[src/core/spi_cmd_pkg.sv]
// constants shared by the spi register command slave
package spi_cmd_pkg;
  localparam int          BYTE_W        = 8;
  localparam int          ADDR_W        = 8;
  localparam logic [2:0]  OP_SET_ADDR   = 3'h0;
  localparam logic [2:0]  OP_WRITE      = 3'h2;
  localparam logic [2:0]  OP_WRITE_INC  = 3'h3;
  localparam logic [2:0]  OP_READ       = 3'h4;
  localparam logic [2:0]  OP_READ_INC   = 3'h5;
  localparam logic [7:0]  OP_BURST      = 8'hE0;
  localparam logic [7:0]  ADDR_RESET    = 8'h00;
  localparam logic        THREE_WIRE_RESET = 1'b0;
  localparam int          BUF_DEPTH     = 2;

  typedef enum logic [2:0] {
    ST_CMD,
    ST_ADDR,
    ST_WDATA,
    ST_RDATA,
    ST_BURST_ADDR,
    ST_BURST_DATA,
    ST_IDLE
  } phase_t;
endpackage

[src/core/skid_buffer.sv]
// two-entry valid/ready buffer for register write words
`timescale 1ns/100ps
`default_nettype none
module skid_buffer #(
  parameter int WIDTH = 16,
  parameter int DEPTH = 2
) (
  input  wire logic             i_clk,    // system clock
  input  wire logic             i_rst,    // sync reset
  input  wire logic             i_valid,  // fill side valid
  output logic                  o_ready,  // fill side ready
  input  wire logic [WIDTH-1:0] i_data,   // fill side word
  output logic                  o_valid,  // drain side valid
  input  wire logic             i_ready,  // drain side ready
  output logic      [WIDTH-1:0] o_data    // drain side word
);
  localparam int PW = $clog2(DEPTH);
  logic [WIDTH-1:0] mem [DEPTH];
  logic [PW-1:0]    wr_ptr;
  logic [PW-1:0]    rd_ptr;
  logic [PW:0]      count;
  logic             push;
  logic             pop;

  assign o_ready = (count != (PW+1)'(DEPTH));
  assign o_valid = (count != '0);
  assign o_data  = mem[rd_ptr];
  assign push    = i_valid && o_ready;
  assign pop     = o_valid && i_ready;

  always_ff @(posedge i_clk) begin
    if (push) begin
      mem[wr_ptr] <= i_data;
    end
  end

  always_ff @(posedge i_clk) begin
    if (i_rst) begin
      wr_ptr <= '0;
      rd_ptr <= '0;
      count  <= '0;
    end else begin
      if (push) begin
        wr_ptr <= (wr_ptr == PW'(DEPTH-1)) ? '0 : wr_ptr + 1'b1;
      end
      if (pop) begin
        rd_ptr <= (rd_ptr == PW'(DEPTH-1)) ? '0 : rd_ptr + 1'b1;
      end
      count <= count + (PW+1)'(push) - (PW+1)'(pop);
    end
  end

  a_no_overflow: assert property (@(posedge i_clk) disable iff (i_rst)
    count <= (PW+1)'(DEPTH)) else $error("buffer count beyond depth");
endmodule
`default_nettype wire

[src/core/spi_register_command_slave.sv]
// spi slave that turns instruction bytes into register reads and writes
// How it works
// burst ends when chip select rises
// burst accepts unlimited data bytes
// burst address wraps 255 to 0
// set address then write or read
// increment instructions advance pointer after the write byte, or at the first falling edge of the read byte
// burst byte two is start address
// no burst read; use read increment
// msb first, instruction first after select
// decode 000 set, 010 write, 100 read
// 011/101 increment, E0 burst write
// select bit picks 4-wire or 3-wire
`timescale 1ns/100ps
`default_nettype none
module spi_register_command_slave
  import spi_cmd_pkg::*;
#(
  parameter int DEPTH = BUF_DEPTH
) (
  input  wire logic              i_clk,                 // 125 MHz system clock
  input  wire logic              i_rst,                 // sync reset, active high
  input  wire logic              i_sclk,                // serial clock from host
  input  wire logic              i_chip_select_low,     // chip select, active low
  input  wire logic              i_sdi,                 // 4-wire data in
  output logic                   o_sdo,                 // 4-wire data out
  output logic                   o_sdo_oe,              // 4-wire data out enable
  input  wire logic              i_sdio,                // 3-wire data in
  output logic                   o_sdio,                // 3-wire data out
  output logic                   o_sdio_oe,             // 3-wire drive enable
  input  wire logic              i_three_wire_select,   // 1 selects 3-wire
  output logic                   o_wr_valid,            // register write valid
  input  wire logic              i_wr_ready,            // register write ready
  output logic      [ADDR_W-1:0] o_wr_addr,             // register write address
  output logic      [BYTE_W-1:0] o_wr_data,             // register write data
  output logic                   o_rd_req,              // register read request pulse
  output logic      [ADDR_W-1:0] o_rd_addr,             // register read address
  input  wire logic [BYTE_W-1:0] i_rd_data,             // read data, valid one cycle after request
  output logic      [ADDR_W-1:0] o_pointer,             // current address pointer
  output logic                   o_overrun              // write lost, buffer full
);
  // ==========================================================
  // pin synchronisers
  logic [1:0] sclk_s;
  logic [1:0] cs_s;
  logic [1:0] sdi_s;
  logic [1:0] sdio_s;
  logic       sclk_d;
  logic       three_wire;

  always_ff @(posedge i_clk) begin
    if (i_rst) begin
      sclk_s <= 2'h0;
      cs_s   <= 2'h3;
      sdi_s  <= 2'h0;
      sdio_s <= 2'h0;
      sclk_d <= 1'b0;
    end else begin
      sclk_s <= {sclk_s[0], i_sclk};
      cs_s   <= {cs_s[0], i_chip_select_low};
      sdi_s  <= {sdi_s[0], i_sdi};
      sdio_s <= {sdio_s[0], i_sdio};
      sclk_d <= sclk_s[1];
    end
  end

  // mode bit taken only while the link is idle
  always_ff @(posedge i_clk) begin
    if (i_rst) begin
      three_wire <= THREE_WIRE_RESET;
    end else if (cs_s[1]) begin
      three_wire <= i_three_wire_select;
    end
  end

  logic selected;
  logic rise;
  logic fall;
  logic din;
  assign selected = !cs_s[1];
  assign rise     = selected && sclk_s[1] && !sclk_d;
  assign fall     = selected && !sclk_s[1] && sclk_d;
  assign din      = three_wire ? sdio_s[1] : sdi_s[1];

  // ==========================================================
  // shift register
  logic [BYTE_W-1:0] shift;
  logic [2:0]        bit_cnt;
  logic              byte_done;
  logic [BYTE_W-1:0] rx_byte;

  assign rx_byte   = {shift[BYTE_W-2:0], din};
  assign byte_done = rise && (bit_cnt == 3'h7);

  always_ff @(posedge i_clk) begin
    if (i_rst || !selected) begin
      bit_cnt <= 3'h0;
      shift   <= 8'h00;
    end else if (rise) begin
      bit_cnt <= bit_cnt + 3'h1;
      shift   <= rx_byte;
    end
  end

  // ==========================================================
  // instruction sequencer
  phase_t            phase;
  logic [ADDR_W-1:0] pointer;
  logic              inc_after;
  logic              wr_push;
  logic              wr_ready_in;
  logic              rd_done;

  assign o_pointer = pointer;

  always_ff @(posedge i_clk) begin
    if (i_rst || !selected) begin
      phase     <= ST_CMD;
      inc_after <= 1'b0;
    end else if (byte_done) begin
      case (phase)
        ST_CMD: begin
          inc_after <= 1'b0;
          if (rx_byte == OP_BURST) begin
            phase <= ST_BURST_ADDR;
          end else begin
            case (rx_byte[7:5])
              OP_SET_ADDR: begin
                phase <= ST_ADDR;
              end
              OP_WRITE: begin
                phase <= ST_WDATA;
              end
              OP_WRITE_INC: begin
                phase     <= ST_WDATA;
                inc_after <= 1'b1;
              end
              OP_READ: begin
                phase <= ST_RDATA;
              end
              OP_READ_INC: begin
                phase     <= ST_RDATA;
                inc_after <= 1'b1;
              end
              default: begin
                phase <= ST_IDLE;
              end
            endcase
          end
        end
        ST_BURST_ADDR: begin
          phase <= ST_BURST_DATA;
        end
        ST_BURST_DATA: begin
          phase <= ST_BURST_DATA;
        end
        default: begin
          phase <= ST_IDLE;
        end
      endcase
    end
  end

  always_ff @(posedge i_clk) begin
    if (i_rst) begin
      pointer <= ADDR_RESET;
    end else if (byte_done) begin
      case (phase)
        ST_ADDR, ST_BURST_ADDR: begin
          pointer <= rx_byte;
        end
        ST_WDATA: begin
          if (inc_after) begin
            pointer <= pointer + 8'h01;
          end
        end
        ST_BURST_DATA: begin
          pointer <= pointer + 8'h01;
        end
        default: begin
          pointer <= pointer;
        end
      endcase
    end else if (fall && phase == ST_RDATA && bit_cnt == 3'h0 && inc_after && rd_done) begin
      pointer <= pointer + 8'h01;
    end
  end

  // ==========================================================
  // write path through buffer
  logic [ADDR_W+BYTE_W-1:0] wr_word;
  assign wr_push = byte_done && (phase == ST_WDATA || phase == ST_BURST_DATA);
  assign {o_wr_addr, o_wr_data} = wr_word;

  skid_buffer #(
    .WIDTH (ADDR_W + BYTE_W),
    .DEPTH (DEPTH)
  ) u_wbuf (
    .i_clk   (i_clk),
    .i_rst   (i_rst),
    .i_valid (wr_push),
    .o_ready (wr_ready_in),
    .i_data  ({pointer, rx_byte}),
    .o_valid (o_wr_valid),
    .i_ready (i_wr_ready),
    .o_data  (wr_word)
  );

  always_ff @(posedge i_clk) begin
    if (i_rst) begin
      o_overrun <= 1'b0;
    end else begin
      o_overrun <= wr_push && !wr_ready_in;
    end
  end

  // ==========================================================
  // read path
  logic              rd_wait;
  logic [BYTE_W-1:0] tx;

  assign o_rd_addr = pointer;

  always_ff @(posedge i_clk) begin
    if (i_rst) begin
      o_rd_req <= 1'b0;
      rd_wait  <= 1'b0;
    end else begin
      o_rd_req <= byte_done && phase == ST_CMD && rx_byte != OP_BURST
                  && (rx_byte[7:5] == OP_READ || rx_byte[7:5] == OP_READ_INC);
      rd_wait  <= o_rd_req;
    end
  end

  always_ff @(posedge i_clk) begin
    if (i_rst || !selected) begin
      rd_done <= 1'b0;
    end else if (rd_wait) begin
      rd_done <= 1'b1;
    end else if (byte_done) begin
      rd_done <= 1'b0;
    end
  end

  // msb driven first, shifted on each falling edge of the byte except the first
  always_ff @(posedge i_clk) begin
    if (i_rst) begin
      tx <= 8'h00;
    end else if (rd_wait) begin
      tx <= i_rd_data;
    end else if (fall && phase == ST_RDATA && bit_cnt != 3'h0) begin
      tx <= {tx[BYTE_W-2:0], 1'b0};
    end
  end

  logic drive;
  assign drive = selected && phase == ST_RDATA && rd_done;

  always_ff @(posedge i_clk) begin
    if (i_rst) begin
      o_sdo     <= 1'b0;
      o_sdo_oe  <= 1'b0;
      o_sdio    <= 1'b0;
      o_sdio_oe <= 1'b0;
    end else begin
      o_sdo     <= tx[BYTE_W-1];
      o_sdio    <= tx[BYTE_W-1];
      o_sdo_oe  <= drive && !three_wire;
      o_sdio_oe <= drive && three_wire;
    end
  end

  // ==========================================================
  // checks
  a_burst_wrap: assert property (@(posedge i_clk) disable iff (i_rst)
    (byte_done && phase == ST_BURST_DATA && pointer == 8'hFF) |=> pointer == 8'h00)
    else $error("burst pointer did not wrap");
  a_cs_ends: assert property (@(posedge i_clk) disable iff (i_rst)
    !selected |=> phase == ST_CMD && !wr_push)
    else $error("frame state kept after deselect");
  a_set_addr: assert property (@(posedge i_clk) disable iff (i_rst)
    (byte_done && (phase == ST_ADDR || phase == ST_BURST_ADDR)) |=> pointer == $past(rx_byte))
    else $error("address byte not loaded");
  a_burst_entry: assert property (@(posedge i_clk) disable iff (i_rst)
    (byte_done && phase == ST_CMD && rx_byte == 8'hE0) |=> phase == ST_BURST_ADDR)
    else $error("burst code not decoded");
  a_burst_stays: assert property (@(posedge i_clk) disable iff (i_rst)
    (byte_done && phase == ST_BURST_DATA) |=> phase == ST_BURST_DATA)
    else $error("burst left early");
  a_winc_step: assert property (@(posedge i_clk) disable iff (i_rst)
    (byte_done && phase == ST_WDATA && inc_after) |=> pointer == $past(pointer) + 8'h01)
    else $error("write increment missed");
  a_read_req: assert property (@(posedge i_clk) disable iff (i_rst)
    (byte_done && phase == ST_CMD && rx_byte[7:5] == 3'h4) |=> o_rd_req ##1 rd_wait)
    else $error("read not requested");
  a_mode_pins: assert property (@(posedge i_clk) disable iff (i_rst)
    !(o_sdo_oe && o_sdio_oe))
    else $error("both data outputs enabled");
endmodule
`default_nettype wire
[config.mk]
export PLATFORM = sky130hd
export DESIGN_NAME = spi_register_command_slave
export DESIGN_NICKNAME = d
export VERILOG_FILES = /design/src/core/spi_cmd_pkg.sv /design/src/core/skid_buffer.sv /design/src/core/spi_register_command_slave.sv
export SDC_FILE = /design/constraint.sdc
export NUM_CORES = 1
export LEC_CHECK = 0
export ABC_AREA = 1
export BUFFER_PORTS_ARGS = -buffer_cell sky130_fd_sc_hd__buf_2
export CORE_MARGIN = 3
export CORE_UTILIZATION = 60
export DETAILED_ROUTE_END_ITERATION = 8
export PLACE_DENSITY_LB_ADDON = 0.2
export SLEW_MARGIN = 20
export SYNTH_ARGS = -nofsm -noshare
export SYNTH_HDL_FRONTEND = slang
export SYNTH_HIERARCHICAL = 1
export SYNTH_SLANG_ARGS = --single-unit
[constraint.sdc]
create_clock -name i_clk -period 5.9 [get_ports i_clk]
set_clock_uncertainty 0.1 [all_clocks]
set_input_delay 1.77 -clock i_clk [delete_from_list [all_inputs] [get_ports i_clk]]
set_output_delay 1.77 -clock i_clk [all_outputs]
set_load 0.02 [all_outputs]
* Yosys cells after proc, flatten, opt, wreduce, memory -nomap -nowiden
Memory sizes are Yosys's and may differ from the RTL's. A register that Yosys moved wholly into a read port is not among the register bits. Index checks and enable logic that the tools add are counted.
Storage, ports and cells: word-level logic and storage cells 108, memories 1, bits of input ports 16, bits in writable memories 32, output and inout bits 39, register bits after elaboration 51
Memories:
- u_wbuf.mem | words 2, bits a word 16, read ports 1, clocked after Yosys merged registers in 1, wr ports 1, RTL line skid_buffer.sv:18 | logic [WIDTH-1:0] mem [DEPTH];
Operators by class: eq/ne operators 15, reductions and logical operators 44, add/sub/neg operators 6, mux-type cells 20
Operators by type and width (number):
- two-way mux 8 bit | 5
- one-hot mux 8 bit (3 select lines) | 1
- logical AND 1 bit | 21
- equality test 3 bit, second input constant | 5
- equality test 3 x 2 -> 1 bit, second input constant | 4
- two-way mux 1 bit | 11
- OR reduction 2 bit | 5
- logical NOT 3 bit | 3
- one-hot mux 3 bit (3 select lines) | 1
- adder 8 x 1 -> 8 bit, second input constant | 1
- equality test 8 bit, second input constant | 1
- inequality test 8 bit, second input constant | 1
- nonzero test 2 bit | 4
- one-hot mux 3 bit (2 select lines) | 1
- logical NOT 1 bit | 5
- inequality test 4 x 1 -> 1 bit, second input constant | 1
- adder 3 x 1 -> 3 bit, second input constant | 1
- equality test 3 x 1 -> 1 bit, second input constant | 1
- logical OR 1 bit | 3
- two-way mux 3 bit | 1
- inequality test 3 bit, second input constant | 1
- AND reduction 3 bit | 1
- nonzero test 3 bit | 1
- adder 1 bit, second input constant | 2
- other kinds (4) | 4

* Longest topological paths before layout
depth after elaboration 9, depth in mapped cells 15, mapped depth without buffers 14

* By module
The synthesis kept the hierarchy.
By module, submodules not included:
- spi_register_command_slave | cells an instance 337, sequential area each 940.9 um^2, times used 1, area each 2343.5 um^2
- skid_buffer | cells an instance 86, sequential area each 1061.0 um^2, times used 1, area each 1460.2 um^2

* Worst setup path after synthesis
OpenSTA, ideal clock, no wires.
path type register to output, from register with a tool-made name, to output port o_wr_addr[0], arrival time 0.894 ns, path buffers 2, setup slack 3.136 ns, cell stages (with the launch flop) 4, data required time 4.030 ns, path through dfxtp_1 > buf_6 > buf_12 > mux2_4
RTL lines:
- to (decl) | RTL line spi_register_command_slave.sv:34 | output logic [ADDR_W-1:0] o_wr_addr,

==> results_dict.tcl <==
set metrics [dict create \
    outcome "finished, final reports clean" \
    grt_usage_pct 19.96 \
    syn_nets 446 \
    cts_resized 0 \
    ant_nets 0 \
    grt.overflow.total 0 \
    endpoint_kind "primary output" \
    path_delay_family "flip-flops" \
    layout_commonest_cell "nand2_1" \
    synth_area_leaders "dfxtp_1, edfxtp_1, nand2_1" \
    nFillCells 484 \
    min_period_ns 3.698 \
    pwr-share-seq_pct 59.4 \
    vias 2810 \
    holdBufCountCts 0 \
    rsz0062_at_grt "no" \
    drv_slew 0 \
    dpl_cell_area_mm2 0.004016 \
    cp_data_arrival_time_ns 1.83 \
    finalHoldViolCount 0 \
    cts_made_buffers 9 \
    area_growth_pct 10.39 \
    nets 491 \
    achievable-frequency_mhz 270.4 \
    synth_top_cell_by_area "dfxtp_1" \
    min_path_type "flip-flop to flip-flop" \
    switching_share_pct 21.32 \
    crit_fanout 16 \
    drive_gt1_share_pct 21.78 \
    worst_setup_path_start_kind "flip-flop" \
    crit_slowest_cell "dfxtp_1" \
    clk_pin_slew_ns 0.08 \
    coreArea_mm2 0.006026 \
    relSlewSlack_pct 42.09 \
    fin_ws_ns 2.202 \
    pin_count 55 \
    antenna_found_initial 0 \
    critPathKind "flip-flop to primary output" \
    wl_per_cell_um 12.26 \
    ys.warnings.count 6 \
    critPathMaxStageDelay_ns 0.89 \
    drc 0 \
    worstSetupEndpoint "o_wr_addr[6]" \
    ys_seq_area_share_pct 52.63 \
    synth_area_mm2 0.003804 \
    cts_sinks 84 \
    ys_types 33 \
    r2r_cells 6 \
    worst-r2r-setup-slack_ns 3.52 \
    p_sw_mw 0.2218 \
    ys_ff_latch 84 \
    wl_met1_um 3031 \
    reg2reg_to "u_wbuf/mem[1][10]" \
    gp_congestion 0.9113 \
    cp_cell_sequence "mux2_2, buf_2" \
    die_y_um 85.62 \
    most-common-layout-cells "nand2_1, buf_2, dfxtp_1, inv_1, nor2_1" \
    clockRootBuffer "clkbuf_8" \
    clk_latency_ns 0.35 \
    dp_slack_ns 2.556 \
    dieArea_mm2 0.007331 \
    power_density_mw_per_mm2 247.8 \
    fin_crit_sh_pct 62.69 \
    setup-violations-final 0 \
    rows 28 \
    cts_tree "yes" \
    clk_path_buf_depth 2 \
    crit_buf_inv 1 \
    drt_iter0_drc 138 \
    synth_ff_type "dfxtp_1" \
    synth_top_area_share_pct 27.37 \
    worstSetupPathDepth 2 \
    drtPass1Iterations 5 \
    grt_max_degree 25 \
    die_w_um 85.62 \
    top_layer "met4" \
    p_leak_nw 1.765 \
    wl_met3_um 404 \
    wl_um 6719 \
    grt_pass1_wl_um 11510 \
    postCtsSetupRepairBufs 0 \
    worstReg2RegStart "bit_cnt[0]" \
    synth_enable_flop_cells 32 \
    drv_cap 0 \
    required_ns 4.03 \
    power_mw 1.040 \
    syn_area_per_cell_um2 8.992 \
    power_frac_comb_pct 5.0 \
    irDropWorstVdd_uv 180.6 \
    worst_hold_slack_ns 0.3025 \
    grt_pass1_vias 2621 \
    tns_ns 0 \
    design_area_mm2 0.004199 \
    wl_met2_um 3179 \
    h-tree-depth 3 \
    portBuffers 54 \
    initial_core_util_pct 63.12 \
    syn_inst 423 \
    worst_pin_slew_ns 0.8675 \
    dpl.hpwl_um 4779 \
    routed_via_density 5.128 \
    async_flop_share_pct 0 \
    internal_power_mw 0.8187 \
    clkPwrFrac_pct 35.6 \
    diodes 0 \
]
-- area by class of cell --
| type | count | area (um^2) | area share [%] |
|---|---|---|---|
| tap | 75 | 93.84 | 2.235 |
| sequential | 84 | 2002 | 47.68 |
| inverter | 50 | 187.7 | 4.470 |
| clock inverter | 1 | 5.005 | 0.1192 |
| timing repair buffer | 56 | 285.3 | 6.794 |
| multi-input combinational | 267 | 1448 | 34.48 |
| clock buffer | 15 | 177.7 | 4.231 |
-- power groups by stage --
stage	Sequential (mW)	Clock [mW]	Combinational (mW)
after global routing	0.620	0.406	0.0588
after CTS	0.618	0.380	0.0523
after global placement	0.630	0	0.0510
after floorplan	0.623	0	0.0514
final	0.618	0.371	0.0519
after detailed placement	0.631	0	0.0522
-- cells by family after synthesis --
family	Yosys count	synth area share [%]
AND/OR/NAND/NOR	183	21.25
XOR/XNOR	3	0.6909
multiplexers	18	6.283
AO/OA/AOI/OAI	56	7.533
buffers and inverters	72	9.309
flip-flops	84	52.63
adder cells (fa/ha/maj)	7	2.303
-- stage by stage --
| step | instances | utilization [%] |
|---|---|---|
| floorplan | 423 | - |
| global placement | 532 | 66.65 |
| detailed placement | 532 | 66.65 |
| CTS | 548 | 69.68 |
| global route | 548 | 69.68 |
| finish | 548 | 69.68 |
-- worst register-to-register path: stages, from the launching register on --
cell and delay [ns]:
dfxtp_1 0.35, ha_1 0.18, ha_1 0.27, nand2_4 0.13, nor2_1 0.18, nand2_2 0.13
nor2_2 0.67
-- cell usage after synthesis (3+ instances only) --
cell type / n
nand4_1: 3
o21ai_0: 17
buf_2: 3
ha_1: 7
nor2_2: 5
mux2_2: 7
nor2_1: 48
buf_6: 3
dfxtp_1: 52
clkbuf_1: 4
nand2_1: 76
inv_1: 48
nand3_1: 35
a21oi_1: 36
buf_4: 11
nand2_2: 5
edfxtp_1: 32
mux2_4: 10
-- registers in the layout (all words and copies together), names as in the netlist, 3 cells and up, named ones only --
name	cells
u_wbuf/mem	32
o_pointer	8
tx	8
shift	7
bit_cnt	3
phase	3
-- per-layer routing --
metal  track usage (%)  up-vias
li1                  -     1466
met4             9.640        0
met5                 0        -
met1             24.36     1251
met3             4.323       10
met2             33.55       83
-- worst min-delay path by stage --
stage	to	startpoint	cells after the start
4_1_cts	sdi_s[1]	sdi_s[0]	2
6_report	sdi_s[1]	sdi_s[0]	2
3_5_place_dp	sdi_s[1]	sdi_s[0]	2
5_1_grt	cs_s[1]	cs_s[0]	1
2_1_floorplan	sclk_s[1]	sclk_s[0]	2
3_3_place_gp	sdio_s[1]	sdio_s[0]	2
Note: power is estimated with default switching activity, not from simulation.
